<file path="src/core/bitmr_pkg.sv">
// Purpose: Constants shared by the basic interval timer files
// Assumes: 8-bit register port, byte addresses
// Notes: Status and mask registers sit beside the shared address
package bitmr_pkg;
  // ----------------------------------------------------------------
  // Register map
  // ----------------------------------------------------------------
  localparam logic [7:0] ADDR_COUNT_CTRL = 8'hE6;
  localparam logic [7:0] ADDR_IRQ_STATUS = 8'hE7;
  localparam logic [7:0] ADDR_IRQ_MASK = 8'hE8;
  // ----------------------------------------------------------------
  // Control fields
  // ----------------------------------------------------------------
  localparam int CSEL_LSB = 0;
  localparam int CSEL_W = 3;
  localparam int CLEAR_BIT = 3;
  localparam logic [2:0] CSEL_RESET = 3'h7;
  localparam logic [7:0] COUNT_RESET = 8'h00;
  localparam logic [7:0] COUNT_MAX = 8'hFF;
  // ----------------------------------------------------------------
  // Status and mask fields
  // ----------------------------------------------------------------
  localparam int OVF_BIT = 0;
  localparam logic [7:0] MASK_RESET = 8'h00;
  // ----------------------------------------------------------------
  // Prescaler
  // ----------------------------------------------------------------
  localparam int PRE_W = 12;
  localparam int CSEL_BASE_SHIFT = 3;
  typedef enum logic {BITMR_RUN, BITMR_STOP} bitmr_pwr_t;
endpackage

</file>
<file path="src/core/bitmr_prescaler.sv">
// Purpose: Free-running peripheral prescaler with power-of-two taps
// Assumes: Single clock, synchronous active-high reset
// Notes: Tap k pulses once every 2^k clocks; tap 0 is the undivided clock
`timescale 1ns/1ps
`default_nettype none
module bitmr_prescaler (
  // Clock and reset
  input wire logic core_clk,
  input wire logic reset,
  // Gating
  input wire logic run,
  // Tap pulses, one cycle each
  output logic [bitmr_pkg::PRE_W:0] tap_pulse
);
  logic [bitmr_pkg::PRE_W-1:0] div_reg;
  logic [bitmr_pkg::PRE_W-1:0] div_next;
  assign div_next = div_reg + {{(bitmr_pkg::PRE_W-1){1'b0}}, 1'b1};
  // Tap k fires when the low k bits are all ones and the divider advances
  genvar k;
  generate
    for (k = 0; k <= bitmr_pkg::PRE_W; k++) begin : g_tap
      if (k == 0) begin : g_zero
        assign tap_pulse[k] = run;
      end else begin : g_div
        assign tap_pulse[k] = run & (&div_reg[k-1:0]);
      end
    end
  endgenerate
  always_ff @(posedge core_clk) begin
    if (reset) begin
      div_reg <= '0;
    end else if (run) begin
      div_reg <= div_next;
    end
  end
endmodule
`default_nettype wire

</file>
<file path="src/core/bitmr_top.sv">
// Purpose: Basic interval timer with clock-select, clear and overflow irq
// Assumes: One 200 MHz clock; register port with read data a cycle later
// Notes: Count value and control share one address: read count, write control
//
// Chosen here: the plain strobed port.
`timescale 1ns/1ps
`default_nettype none
module bitmr_top (
  // Clock and reset
  input wire logic core_clk,
  input wire logic reset,
  // Register port
  input wire logic [7:0] reg_addr,
  input wire logic [7:0] reg_wdata,
  input wire logic reg_wr,
  input wire logic reg_rd,
  output logic [7:0] reg_rdata,
  // Processor stop state
  input wire logic cpu_stop,
  // Interrupt
  output logic irq,
  // Peripheral tick out
  output logic count_tick
);
  // ----------------------------------------------------------------
  // Register decode
  // ----------------------------------------------------------------
  logic [2:0] interval_clock_select_reg;
  logic interval_count_clear_reg;
  logic [7:0] interval_count_value_reg;
  logic [7:0] irq_status_reg;
  logic [7:0] irq_mask_reg;
  logic [7:0] count_next;
  logic [7:0] status_next;
  logic [7:0] rdata_next;
  logic irq_next;
  bitmr_pkg::bitmr_pwr_t pwr_reg;
  logic wr_ctrl;
  logic wr_status;
  logic wr_mask;
  logic sel_ctrl;
  logic sel_status;
  logic sel_mask;
  logic clear_req;
  logic step;
  logic wrap;
  logic [bitmr_pkg::PRE_W:0] tap_pulse;
  logic [3:0] tap_index;
  assign sel_ctrl = (reg_addr == bitmr_pkg::ADDR_COUNT_CTRL);
  assign sel_status = (reg_addr == bitmr_pkg::ADDR_IRQ_STATUS);
  assign sel_mask = (reg_addr == bitmr_pkg::ADDR_IRQ_MASK);
  assign wr_ctrl = reg_wr & sel_ctrl;
  assign wr_status = reg_wr & sel_status;
  assign wr_mask = reg_wr & sel_mask;
  assign clear_req = wr_ctrl & reg_wdata[bitmr_pkg::CLEAR_BIT];
  // Unmapped reads return zero
  assign rdata_next = !reg_rd ? 8'h00 :
                      sel_ctrl ? interval_count_value_reg :
                      sel_status ? irq_status_reg :
                      sel_mask ? irq_mask_reg : 8'h00;
  // ----------------------------------------------------------------
  // Prescaler and count step
  // ----------------------------------------------------------------
  bitmr_prescaler u_pre (
    .core_clk(core_clk),
    .reset(reset),
    .run(pwr_reg == bitmr_pkg::BITMR_RUN),
    .tap_pulse(tap_pulse)
  );
  assign tap_index = 4'(interval_clock_select_reg) + 4'(bitmr_pkg::CSEL_BASE_SHIFT);
  assign step = tap_pulse[tap_index];
  assign wrap = step & (interval_count_value_reg == bitmr_pkg::COUNT_MAX);
  // Clear wins over a step in the same cycle
  assign count_next = (clear_req | interval_count_clear_reg) ? bitmr_pkg::COUNT_RESET :
                      step ? interval_count_value_reg + 8'h01 :
                      interval_count_value_reg;
  // Set wins over a write-one-to-clear in the same cycle
  assign status_next = (irq_status_reg & ~(wr_status ? reg_wdata : 8'h00)) |
                       (wrap ? 8'h01 : 8'h00);
  assign irq_next = |(status_next & irq_mask_reg);
  // ----------------------------------------------------------------
  // Registers
  // ----------------------------------------------------------------
  always_ff @(posedge core_clk) begin
    if (reset) begin
      interval_clock_select_reg <= bitmr_pkg::CSEL_RESET;
      interval_count_clear_reg <= 1'b0;
    end else begin
      if (wr_ctrl) begin
        interval_clock_select_reg <= reg_wdata[bitmr_pkg::CSEL_W-1:0];
      end
      interval_count_clear_reg <= clear_req;
    end
  end
  always_ff @(posedge core_clk) begin
    if (reset) begin
      interval_count_value_reg <= bitmr_pkg::COUNT_RESET;
    end else begin
      interval_count_value_reg <= count_next;
    end
  end
  // ----------------------------------------------------------------
  // Interrupt status and mask
  // ----------------------------------------------------------------
  always_ff @(posedge core_clk) begin
    if (reset) begin
      irq_status_reg <= 8'h00;
    end else begin
      irq_status_reg <= status_next;
    end
  end
  always_ff @(posedge core_clk) begin
    if (reset) begin
      irq_mask_reg <= bitmr_pkg::MASK_RESET;
    end else begin
      if (wr_mask) begin
        irq_mask_reg <= reg_wdata;
      end
    end
  end
  // Built from next status so irq never lags the flag
  always_ff @(posedge core_clk) begin
    if (reset) begin
      irq <= 1'b0;
    end else begin
      irq <= irq_next;
    end
  end
  // ----------------------------------------------------------------
  // Bus and tick outputs
  // ----------------------------------------------------------------
  always_ff @(posedge core_clk) begin
    if (reset) begin
      reg_rdata <= 8'h00;
      count_tick <= 1'b0;
    end else begin
      reg_rdata <= rdata_next;
      count_tick <= step;
    end
  end
  // ----------------------------------------------------------------
  // Stop state tracking
  // ----------------------------------------------------------------
  // One cycle of latency: the prescaler still runs on the entry cycle
  always_ff @(posedge core_clk) begin
    if (reset) begin
      pwr_reg <= bitmr_pkg::BITMR_RUN;
    end else begin
      case (pwr_reg)
        bitmr_pkg::BITMR_RUN: begin
          if (cpu_stop) begin
            pwr_reg <= bitmr_pkg::BITMR_STOP;
          end
        end
        bitmr_pkg::BITMR_STOP: begin
          if (!cpu_stop) begin
            pwr_reg <= bitmr_pkg::BITMR_RUN;
          end
        end
        default: begin
          pwr_reg <= bitmr_pkg::BITMR_RUN;
        end
      endcase
    end
  end
  // ----------------------------------------------------------------
  // Step spacing monitor for assertions
  // ----------------------------------------------------------------
  // Spacing is only trusted between two steps with no select write or stop
  logic [10:0] step_gap_reg;
  logic [10:0] step_gap_next;
  logic gap_valid_reg;
  logic gap_valid_next;
  logic gap_hold;
  assign gap_hold = wr_ctrl | cpu_stop | (pwr_reg == bitmr_pkg::BITMR_STOP);
  assign step_gap_next = step ? 11'h001 :
                         (step_gap_reg == 11'h7FF) ? step_gap_reg : step_gap_reg + 11'h001;
  assign gap_valid_next = gap_hold ? 1'b0 : (step | gap_valid_reg);
  always_ff @(posedge core_clk) begin
    if (reset) begin
      step_gap_reg <= 11'h000;
      gap_valid_reg <= 1'b0;
    end else begin
      step_gap_reg <= step_gap_next;
      gap_valid_reg <= gap_valid_next;
    end
  end
  // ----------------------------------------------------------------
  // Assertions
  // ----------------------------------------------------------------
  a_reset_slow_select: assert property (@(posedge core_clk)
    (!reset && $past(reset)) |-> interval_clock_select_reg == 3'h7)
    else $error("clock select not all ones after reset");
  a_clear_self_drop: assert property (@(posedge core_clk) disable iff (reset)
    interval_count_clear_reg |=> !interval_count_clear_reg || $past(clear_req))
    else $error("clear bit did not drop");
  a_clear_zero_count: assert property (@(posedge core_clk) disable iff (reset)
    clear_req |=> interval_count_value_reg == 8'h00 ##1 interval_count_value_reg == 8'h00)
    else $error("count not zero after clear");
  a_wrap_sets_flag: assert property (@(posedge core_clk) disable iff (reset)
    (wrap && !interval_count_clear_reg && !clear_req) |=> irq_status_reg[0] && interval_count_value_reg == 8'h00)
    else $error("wrap did not set overflow flag");
  a_step_increments: assert property (@(posedge core_clk) disable iff (reset)
    (step && !clear_req && !interval_count_clear_reg) |=>
      interval_count_value_reg == $past(interval_count_value_reg) + 8'h01)
    else $error("count did not advance");
  a_hold_no_step: assert property (@(posedge core_clk) disable iff (reset)
    (!step && !clear_req && !interval_count_clear_reg) |=> $stable(interval_count_value_reg))
    else $error("count moved without a pulse");
  a_read_gives_count: assert property (@(posedge core_clk) disable iff (reset)
    (reg_rd && sel_ctrl) |=> reg_rdata == $past(interval_count_value_reg))
    else $error("read data not the count");
  a_stop_no_tick: assert property (@(posedge core_clk) disable iff (reset)
    (pwr_reg == bitmr_pkg::BITMR_STOP) |-> tap_pulse == '0)
    else $error("prescaler ran while stopped");
  a_fastest_rate: assert property (@(posedge core_clk) disable iff (reset)
    (step && interval_clock_select_reg == 3'h0 && $stable(interval_clock_select_reg)
      && pwr_reg == bitmr_pkg::BITMR_RUN && !cpu_stop) |=> !step [*7])
    else $error("code 000 stepped faster than every 8 clocks");
  a_reset_values: assert property (@(posedge core_clk)
    (!reset && $past(reset)) |-> interval_count_value_reg == 8'h00 && irq_status_reg == 8'h00
      && irq_mask_reg == 8'h00 && !irq && !count_tick && reg_rdata == 8'h00)
    else $error("state not cleared by reset");
  // Step spacing per select code
  a_step_spacing: assert property (@(posedge core_clk) disable iff (reset)
    (step && gap_valid_reg) |-> step_gap_reg == (11'h008 << interval_clock_select_reg))
    else $error("step spacing does not match select code");
  a_tick_follows_step: assert property (@(posedge core_clk) disable iff (reset)
    1'b1 |=> count_tick == $past(step))
    else $error("tick does not follow count step");
  a_select_write: assert property (@(posedge core_clk) disable iff (reset)
    wr_ctrl |=> interval_clock_select_reg == $past(reg_wdata[bitmr_pkg::CSEL_W-1:0]))
    else $error("select not loaded by control write");
  a_select_hold: assert property (@(posedge core_clk) disable iff (reset)
    !wr_ctrl |=> $stable(interval_clock_select_reg))
    else $error("select changed without a write");
  // Self-clearing clear bit
  a_clear_sets_bit: assert property (@(posedge core_clk) disable iff (reset)
    clear_req |=> interval_count_clear_reg)
    else $error("clear bit not set by write");
  a_clear_only_req: assert property (@(posedge core_clk) disable iff (reset)
    !clear_req |=> !interval_count_clear_reg)
    else $error("clear bit set without a write");
  // Overflow flag and interrupt
  a_status_w1c: assert property (@(posedge core_clk) disable iff (reset)
    (wr_status && reg_wdata[bitmr_pkg::OVF_BIT] && !wrap) |=> !irq_status_reg[0])
    else $error("overflow flag not cleared by write one");
  a_status_set_wins: assert property (@(posedge core_clk) disable iff (reset)
    (wr_status && wrap) |=> irq_status_reg[0])
    else $error("clear beat a same-cycle overflow");
  a_status_sticky: assert property (@(posedge core_clk) disable iff (reset)
    (irq_status_reg[0] && !wr_status) |=> irq_status_reg[0])
    else $error("overflow flag dropped by itself");
  a_flag_only_wrap: assert property (@(posedge core_clk) disable iff (reset)
    (!wrap && !irq_status_reg[0]) |=> !irq_status_reg[0])
    else $error("overflow flag set without a wrap");
  a_irq_level_match: assert property (@(posedge core_clk) disable iff (reset)
    irq == |(irq_status_reg & $past(irq_mask_reg)))
    else $error("irq does not match masked status");
  a_irq_needs_mask: assert property (@(posedge core_clk) disable iff (reset)
    (irq_mask_reg == 8'h00 && !wr_mask) |=> !irq)
    else $error("irq raised while fully masked");
  a_mask_write: assert property (@(posedge core_clk) disable iff (reset)
    wr_mask |=> irq_mask_reg == $past(reg_wdata))
    else $error("mask not loaded by write");
  // Register port
  a_rdata_idle_zero: assert property (@(posedge core_clk) disable iff (reset)
    !reg_rd |=> reg_rdata == 8'h00)
    else $error("read data not zero outside a read");
  a_read_status: assert property (@(posedge core_clk) disable iff (reset)
    (reg_rd && sel_status) |=> reg_rdata == $past(irq_status_reg))
    else $error("read data not the status");
  a_read_mask: assert property (@(posedge core_clk) disable iff (reset)
    (reg_rd && sel_mask) |=> reg_rdata == $past(irq_mask_reg))
    else $error("read data not the mask");
  a_read_unmapped: assert property (@(posedge core_clk) disable iff (reset)
    (reg_rd && !sel_ctrl && !sel_status && !sel_mask) |=> reg_rdata == 8'h00)
    else $error("unmapped read not zero");
  a_write_unmapped: assert property (@(posedge core_clk) disable iff (reset)
    (reg_wr && !sel_ctrl && !sel_status && !sel_mask) |=>
      $stable(irq_mask_reg) && $stable(interval_clock_select_reg))
    else $error("unmapped write changed a register");
  // Stop state
  a_stop_entry: assert property (@(posedge core_clk) disable iff (reset)
    cpu_stop |=> pwr_reg == bitmr_pkg::BITMR_STOP)
    else $error("stop state not entered");
  a_stop_exit: assert property (@(posedge core_clk) disable iff (reset)
    !cpu_stop |=> pwr_reg == bitmr_pkg::BITMR_RUN)
    else $error("stop state not left");
  a_no_step_stopped: assert property (@(posedge core_clk) disable iff (reset)
    (pwr_reg == bitmr_pkg::BITMR_STOP) |-> !step)
    else $error("counter stepped while stopped");
endmodule
`default_nettype wire

</file>
<file path="config.mk">
export PLATFORM = sky130hd
export DESIGN_NAME = bitmr_top
export DESIGN_NICKNAME = d
export VERILOG_FILES = /design/src/core/bitmr_pkg.sv /design/src/core/bitmr_prescaler.sv /design/src/core/bitmr_top.sv
export SDC_FILE = /design/constraint.sdc
export NUM_CORES = 1
export LEC_CHECK = 0
export BUFFER_PORTS_ARGS = -buffer_cell sky130_fd_sc_hd__clkbuf_2
export CAP_MARGIN = 25
export CORE_MARGIN = 2
export CORE_UTILIZATION = 50
export DETAILED_ROUTE_END_ITERATION = 16
export MAX_ROUTING_LAYER = met4
export PLACE_DENSITY = 0.78
export SYNTH_ARGS = -nofsm -noshare
export SYNTH_HDL_FRONTEND = slang
export SYNTH_SLANG_ARGS = --single-unit
</file>
<file path="constraint.sdc">
create_clock -name core_clk -period 2.1 [get_ports core_clk]
set_clock_uncertainty 0.15 [all_clocks]
set_input_delay 0.63 -clock core_clk [delete_from_list [all_inputs] [get_ports core_clk]]
set_output_delay 0.63 -clock core_clk [all_outputs]
set_load 0.02 [all_outputs]
</file>
# Word-level counts from Yosys, hierarchy flattened
# Index checks and enable logic that the tools add are counted.
# word_totals
regBits	51
inputBits	21
wordCells	64
# classes
n_addsub	3
order_cmp	1
eq_ne	4
n_mux	8
bitwise_logic	24
n_reduce_logical	14
# ops
op	n
$eq A8 B8 Y1 const B	4
$mux W8	4
$and A1 B1 Y1	17
$and A8 B8 Y8	2
$add A12 B1 Y12 const B	1
$reduce_and A12 Y1	1
$reduce_and A11 Y1	1
$reduce_and A10 Y1	1
$reduce_and A9 Y1	1
$add A8 B1 Y8 const B	1
$not A8 Y8	1
$or A8 B1 Y8	1
$reduce_and A8 Y1	1
$reduce_or A8 Y1	1
$reduce_and A7 Y1	1
$reduce_and A6 Y1	1
$lt A4 B5 Y1 const B	1
$reduce_and A5 Y1	1
$add A3 B2 Y4 const B	1
$bmux W1 S4	1
$reduce_and A4 Y1	1
$reduce_or A2 Y1	2
$mux W1	3
$reduce_and A3 Y1	1
other kinds (3)	4

# Depth between registers and ports, before layout
# depth
depth_word	9
ltp_mapped	10

# By module
# Synthesis repeated with hierarchy kept, for this count alone.
# unflattened
cells_unflattened	294
hier_area_um2	2547.4
# by_module_without_submodules
mod	n_inst	cells_each	area_each_um2
bitmr_top	1	214	1868.0
bitmr_prescaler	1	80	679.4

# Worst setup path before layout
# Ideal clock, no wire load.
# synth_timing
path_type	register to register
from	register interval_clock_select_reg[0]
to	register irq
setup_ps	120
arrival_ps	2022
t_required_ps	1830
path_slack_ps	-192
stages_incl_launch_ff	9
path_buffers	0
period_less_slack_ps	2292
cell_sequence	dfxtp_1 inv_1 ha_1 nor3b_1 a2111oi_4 a211oi_2 a21oi_4 a211oi_1 nor2_1
# synth_between
elab_chain_cells	8
# synth_rtl
element	line	rtl
start: declaration	bitmr_top.sv:28	logic [2:0] interval_clock_select_reg;
start signal: assignment	bitmr_top.sv:86	interval_clock_select_reg <= bitmr_pkg::CSEL_RESET;
start signal: assignment	bitmr_top.sv:90	interval_clock_select_reg <= reg_wdata[bitmr_pkg::CSEL_W-1:0];
$add A3 B2 Y4	bitmr_top.sv:70	assign tap_index = 4'(interval_clock_select_reg) + 4'(bitmr_pkg::CSEL_BASE_SHIFT);
$bmux W1 S4	bitmr_top.sv:71	assign step = tap_pulse[tap_index];
$mux W1 (implied by the code)	bitmr_top.sv:71	
$and A1 B1 Y1	bitmr_top.sv:72	assign wrap = step & (interval_count_value_reg == bitmr_pkg::COUNT_MAX);
$mux W1	bitmr_top.sv:79	(wrap ? 8'h01 : 8'h00);
$or A8 B1 Y8	bitmr_top.sv:78	assign status_next = (irq_status_reg & ~(wr_status ? reg_wdata : 8'h00)) |
$and A8 B8 Y8	bitmr_top.sv:80	assign irq_next = |(status_next & irq_mask_reg);
$reduce_or A8 Y1	bitmr_top.sv:80	
end signal: assignment	bitmr_top.sv:126	irq <= irq_next;
end: declaration	bitmr_top.sv:21	output logic irq,
# Every way passes these cells. The select of a mux whose other input is x is not followed.
# A chain may end at the register's enable or synchronous reset.

# Worst setup path in the final report
# Same ends and word-level chain as after synthesis.

==> results.md <==
- Status: complete, but fails checks
- Failing checks: setup timing
- Cell row count: 25
- Post-Place Cell Area: 3040 µm²
- Largest net degree at the start of global routing: 17
- CTS H-tree depth: 2
- WP data required: 2150 ps
- Antenna cells: 0
- Non-filler cells, final: 421
- RSZ-0062 raised after global routing: true
- Stages on the worst setup path: 8
- Cell area after synthesis: 2500 µm²
- Sequential fraction of the synthesis area: 0.408
- EDFF count, synth: 0
- Worst Max-Slew Pin Slew: 414 ps
- Final Cell Area: 3250 µm²
- Latest clock arrival within the worst-skew pair: 310 ps
- Antenna Violating Nets Remaining: 0
- Critical path class: reg2reg
- Grt ovf: 0
- Final wirelength: 6070 µm
- Worst Hold Class: reg2reg
- Die height: 74.8 µm
- Static Leak: 1.25 nW
- Synthesis-stage register bit count: 51
- Final hold vios: 0
- Mapped Nets: 312
- Initial core utilization: 0.523
- P&R area growth vs syn: 30.0%
- Sw Ratio: 0.236
- Hpwl dp: 4370 µm
- Synth area leader: dfxtp_1
- Fmax: 463 MHz
- Most frequent cell after synthesis: dfxtp_1
- Die Width: 74.8 µm
- Worst hold margin: 308 ps
- Clock power share: 0.347
- Fraction of layout cells with a size suffix above 1: 0.322
- Cell Int Power: 1.32 mW
- Setup TNS: -141 ps
- Top Metal Used: met4
- Cells after Synth: 285
- Routed wire length on met2: 3100 µm
- Synth Area per Inst: 8.78 µm²
- Max clock buf depth: 2
- WHS Path Cells: 2
- Place WS: -432 ps
- Ranking of synthesized cells by area: dfxtp_1, nand2_1, nand3_1
- Tcrit/Tclk final: 1.03
- Warnings from Yosys: 0
- Global-route wire length before repair: 10100 µm
- Total power of the final layout: 1.72 mW
- Comb pwr share: 0.084
- CTS tree: built
- CP Cell Sequence: inv_2 > ha_4 > mux2i_2 > a2111oi_4 > a211oi_4 > a21oi_4 > a211oi_1 > nor2_1
- Initial DRC count: 188
- Max FFs per register: 12
- DRC viols: 0
- Avg WL per Cell: 14.4 µm
- Die ar.: 5590 µm²
- Crit Path Max Fanout: 6
- Critical Path AT: 2210 ps
- 1st-pass router iterations: 4
- Worst slew margin: 0.721
- Met3 wire len: 258 µm
- Startpoint Class: register
- Peak per-stage delay on the critical path: 360 ps
- CTS root buf: clkbuf_8
- CP Buf/Inv Count: 1
- Ys async rst share: 0
- Worst vdd ir: 0.000454 V
- Number of port buffers: 30
- Unique masters post-synth: 53
- Initial antenna violation count: 0
- Fin. max-slew vios: 0
- Core box area: 4790 µm²
- Total track usage: 0.245
- RePlAce Congestion: 0.971
- M1 WL: 2570 µm
- PwrDens: 530 nW/µm²
- DR vias/cell: 5.46
- Total of max-cap violations: 0
- I/O Pins: 31
- Clock transition at the registers of the reported paths: 90 ps
- Via count: 2298
- CP endpoint kind: register
- CP max-delay cell: a211oi_4
- Post-layout min period: 2160 ps
- Setup ws final: -62.0 ps
- Total CTS buffers: 5
- Number of global-route vias before repair: 2221
- Reg2reg path depth: 8
- Final setup viols: 5
- Family with the most delay on the worst path: compound AO/OA/AOI/OAI gates
- Clock Sink Count: 51
- Core Util, Final: 0.680
- Placed Cells: 409
- Main synth FF type: dfxtp_1
- NumNets Final: 380
- Synth top area share: 0.408
- Reg power frac: 0.570
- Post-synth top cells: dfxtp_1, nand2_1, nor2_1, nand3_1, a21oi_1
- NetSw: 0.407 mW
[cell families (layout without fill, tap and decap cells)]
| logic type | Yosys count | count (layout) | share of synthesized area |
|---|---|---|---|
| simple gates | 123 | 123 | 0.253 |
| compound gates | 58 | 59 | 0.181 |
| flops | 51 | 51 | 0.408 |
| buf+inv | 25 | 93 | 0.0460 |
| xor+xnor | 13 | 13 | 0.0455 |
| mux | 9 | 9 | 0.0360 |
| fa+ha+maj | 6 | 6 | 0.0300 |
[path summary, 6_finish.rpt]
kind                                                 to                                       from  slack (ps)
worst max-delay path                     irq$_SDFF_PP0_  interval_clock_select_reg[0]$_SDFFE_PP1P_         -60
worst min-delay path            reg_rdata[0]$_SDFF_PP0_               irq_status_reg[0]$_SDFF_PP0_         310
worst max register to register           irq$_SDFF_PP0_  interval_clock_select_reg[0]$_SDFFE_PP1P_         -60
worst min register to register  reg_rdata[0]$_SDFF_PP0_               irq_status_reg[0]$_SDFF_PP0_         310
[final cells by class]
cell class | instances | area, µm²
clock buffers | 7 | 86.3
well taps | 67 | 83.8
repair buffers | 75 | 492
flip-flops and latches | 51 | 1030
clock inverters | 1 | 8.76
multi-input cells | 210 | 1520
fillers | 386 | 1530
inverters | 10 | 37.5
[metal layers]
metal / vias to the layer above / track usage
li1: 1147 / -
met1: 1081 / 0.290
met2: 58 / 0.406
met3: 12 / 0.0415
met4: 0 / 0.111
met5: - / -
[power groups by stage]
| stage | logic (mW) | clock network (mW) | registers [mW] |
|---|---|---|---|
| final | 0.144 | 0.598 | 0.983 |
| after global routing | 0.157 | 0.659 | 0.984 |
| after CTS | 0.142 | 0.609 | 0.982 |
| after detailed placement | 0.138 | 0 | 1.00 |
| after global placement | 0.135 | 0 | 1.00 |
| after floorplan | 0.0641 | 0 | 1.00 |
[worst register-to-register path: stages, from the launching register on]
cell       delay [ps]
dfxtp_2           350
inv_2              50
ha_4              300
mux2i_2           270
a2111oi_4         120
a211oi_4          360
a21oi_4           100
a211oi_1          280
nor2_1             90
[placed cells by master (no fill, tap or decap), types with 9 or more instances in the layout]
cell	Yosys	layout
nand2_1	34	34
nand3_1	19	18
clkbuf_2	0	30
and2_1	9	9
dfxtp_1	51	47
buf_4	2	44
nor2_1	25	24
a21oi_1	18	18
[what timing repair did]
| action | 4_1_cts | 5_1_grt |
|---|---|---|
| pin swaps | 6 | 4 |
| hold buffers | 0 | 0 |
| buffers inserted | 3 | 0 |
| setup endpoints to repair | 8 | 11 |
| gates cloned | 1 | 0 |
| resized for setup | 14 | 6 |
(Power assumes the default switching activity.)
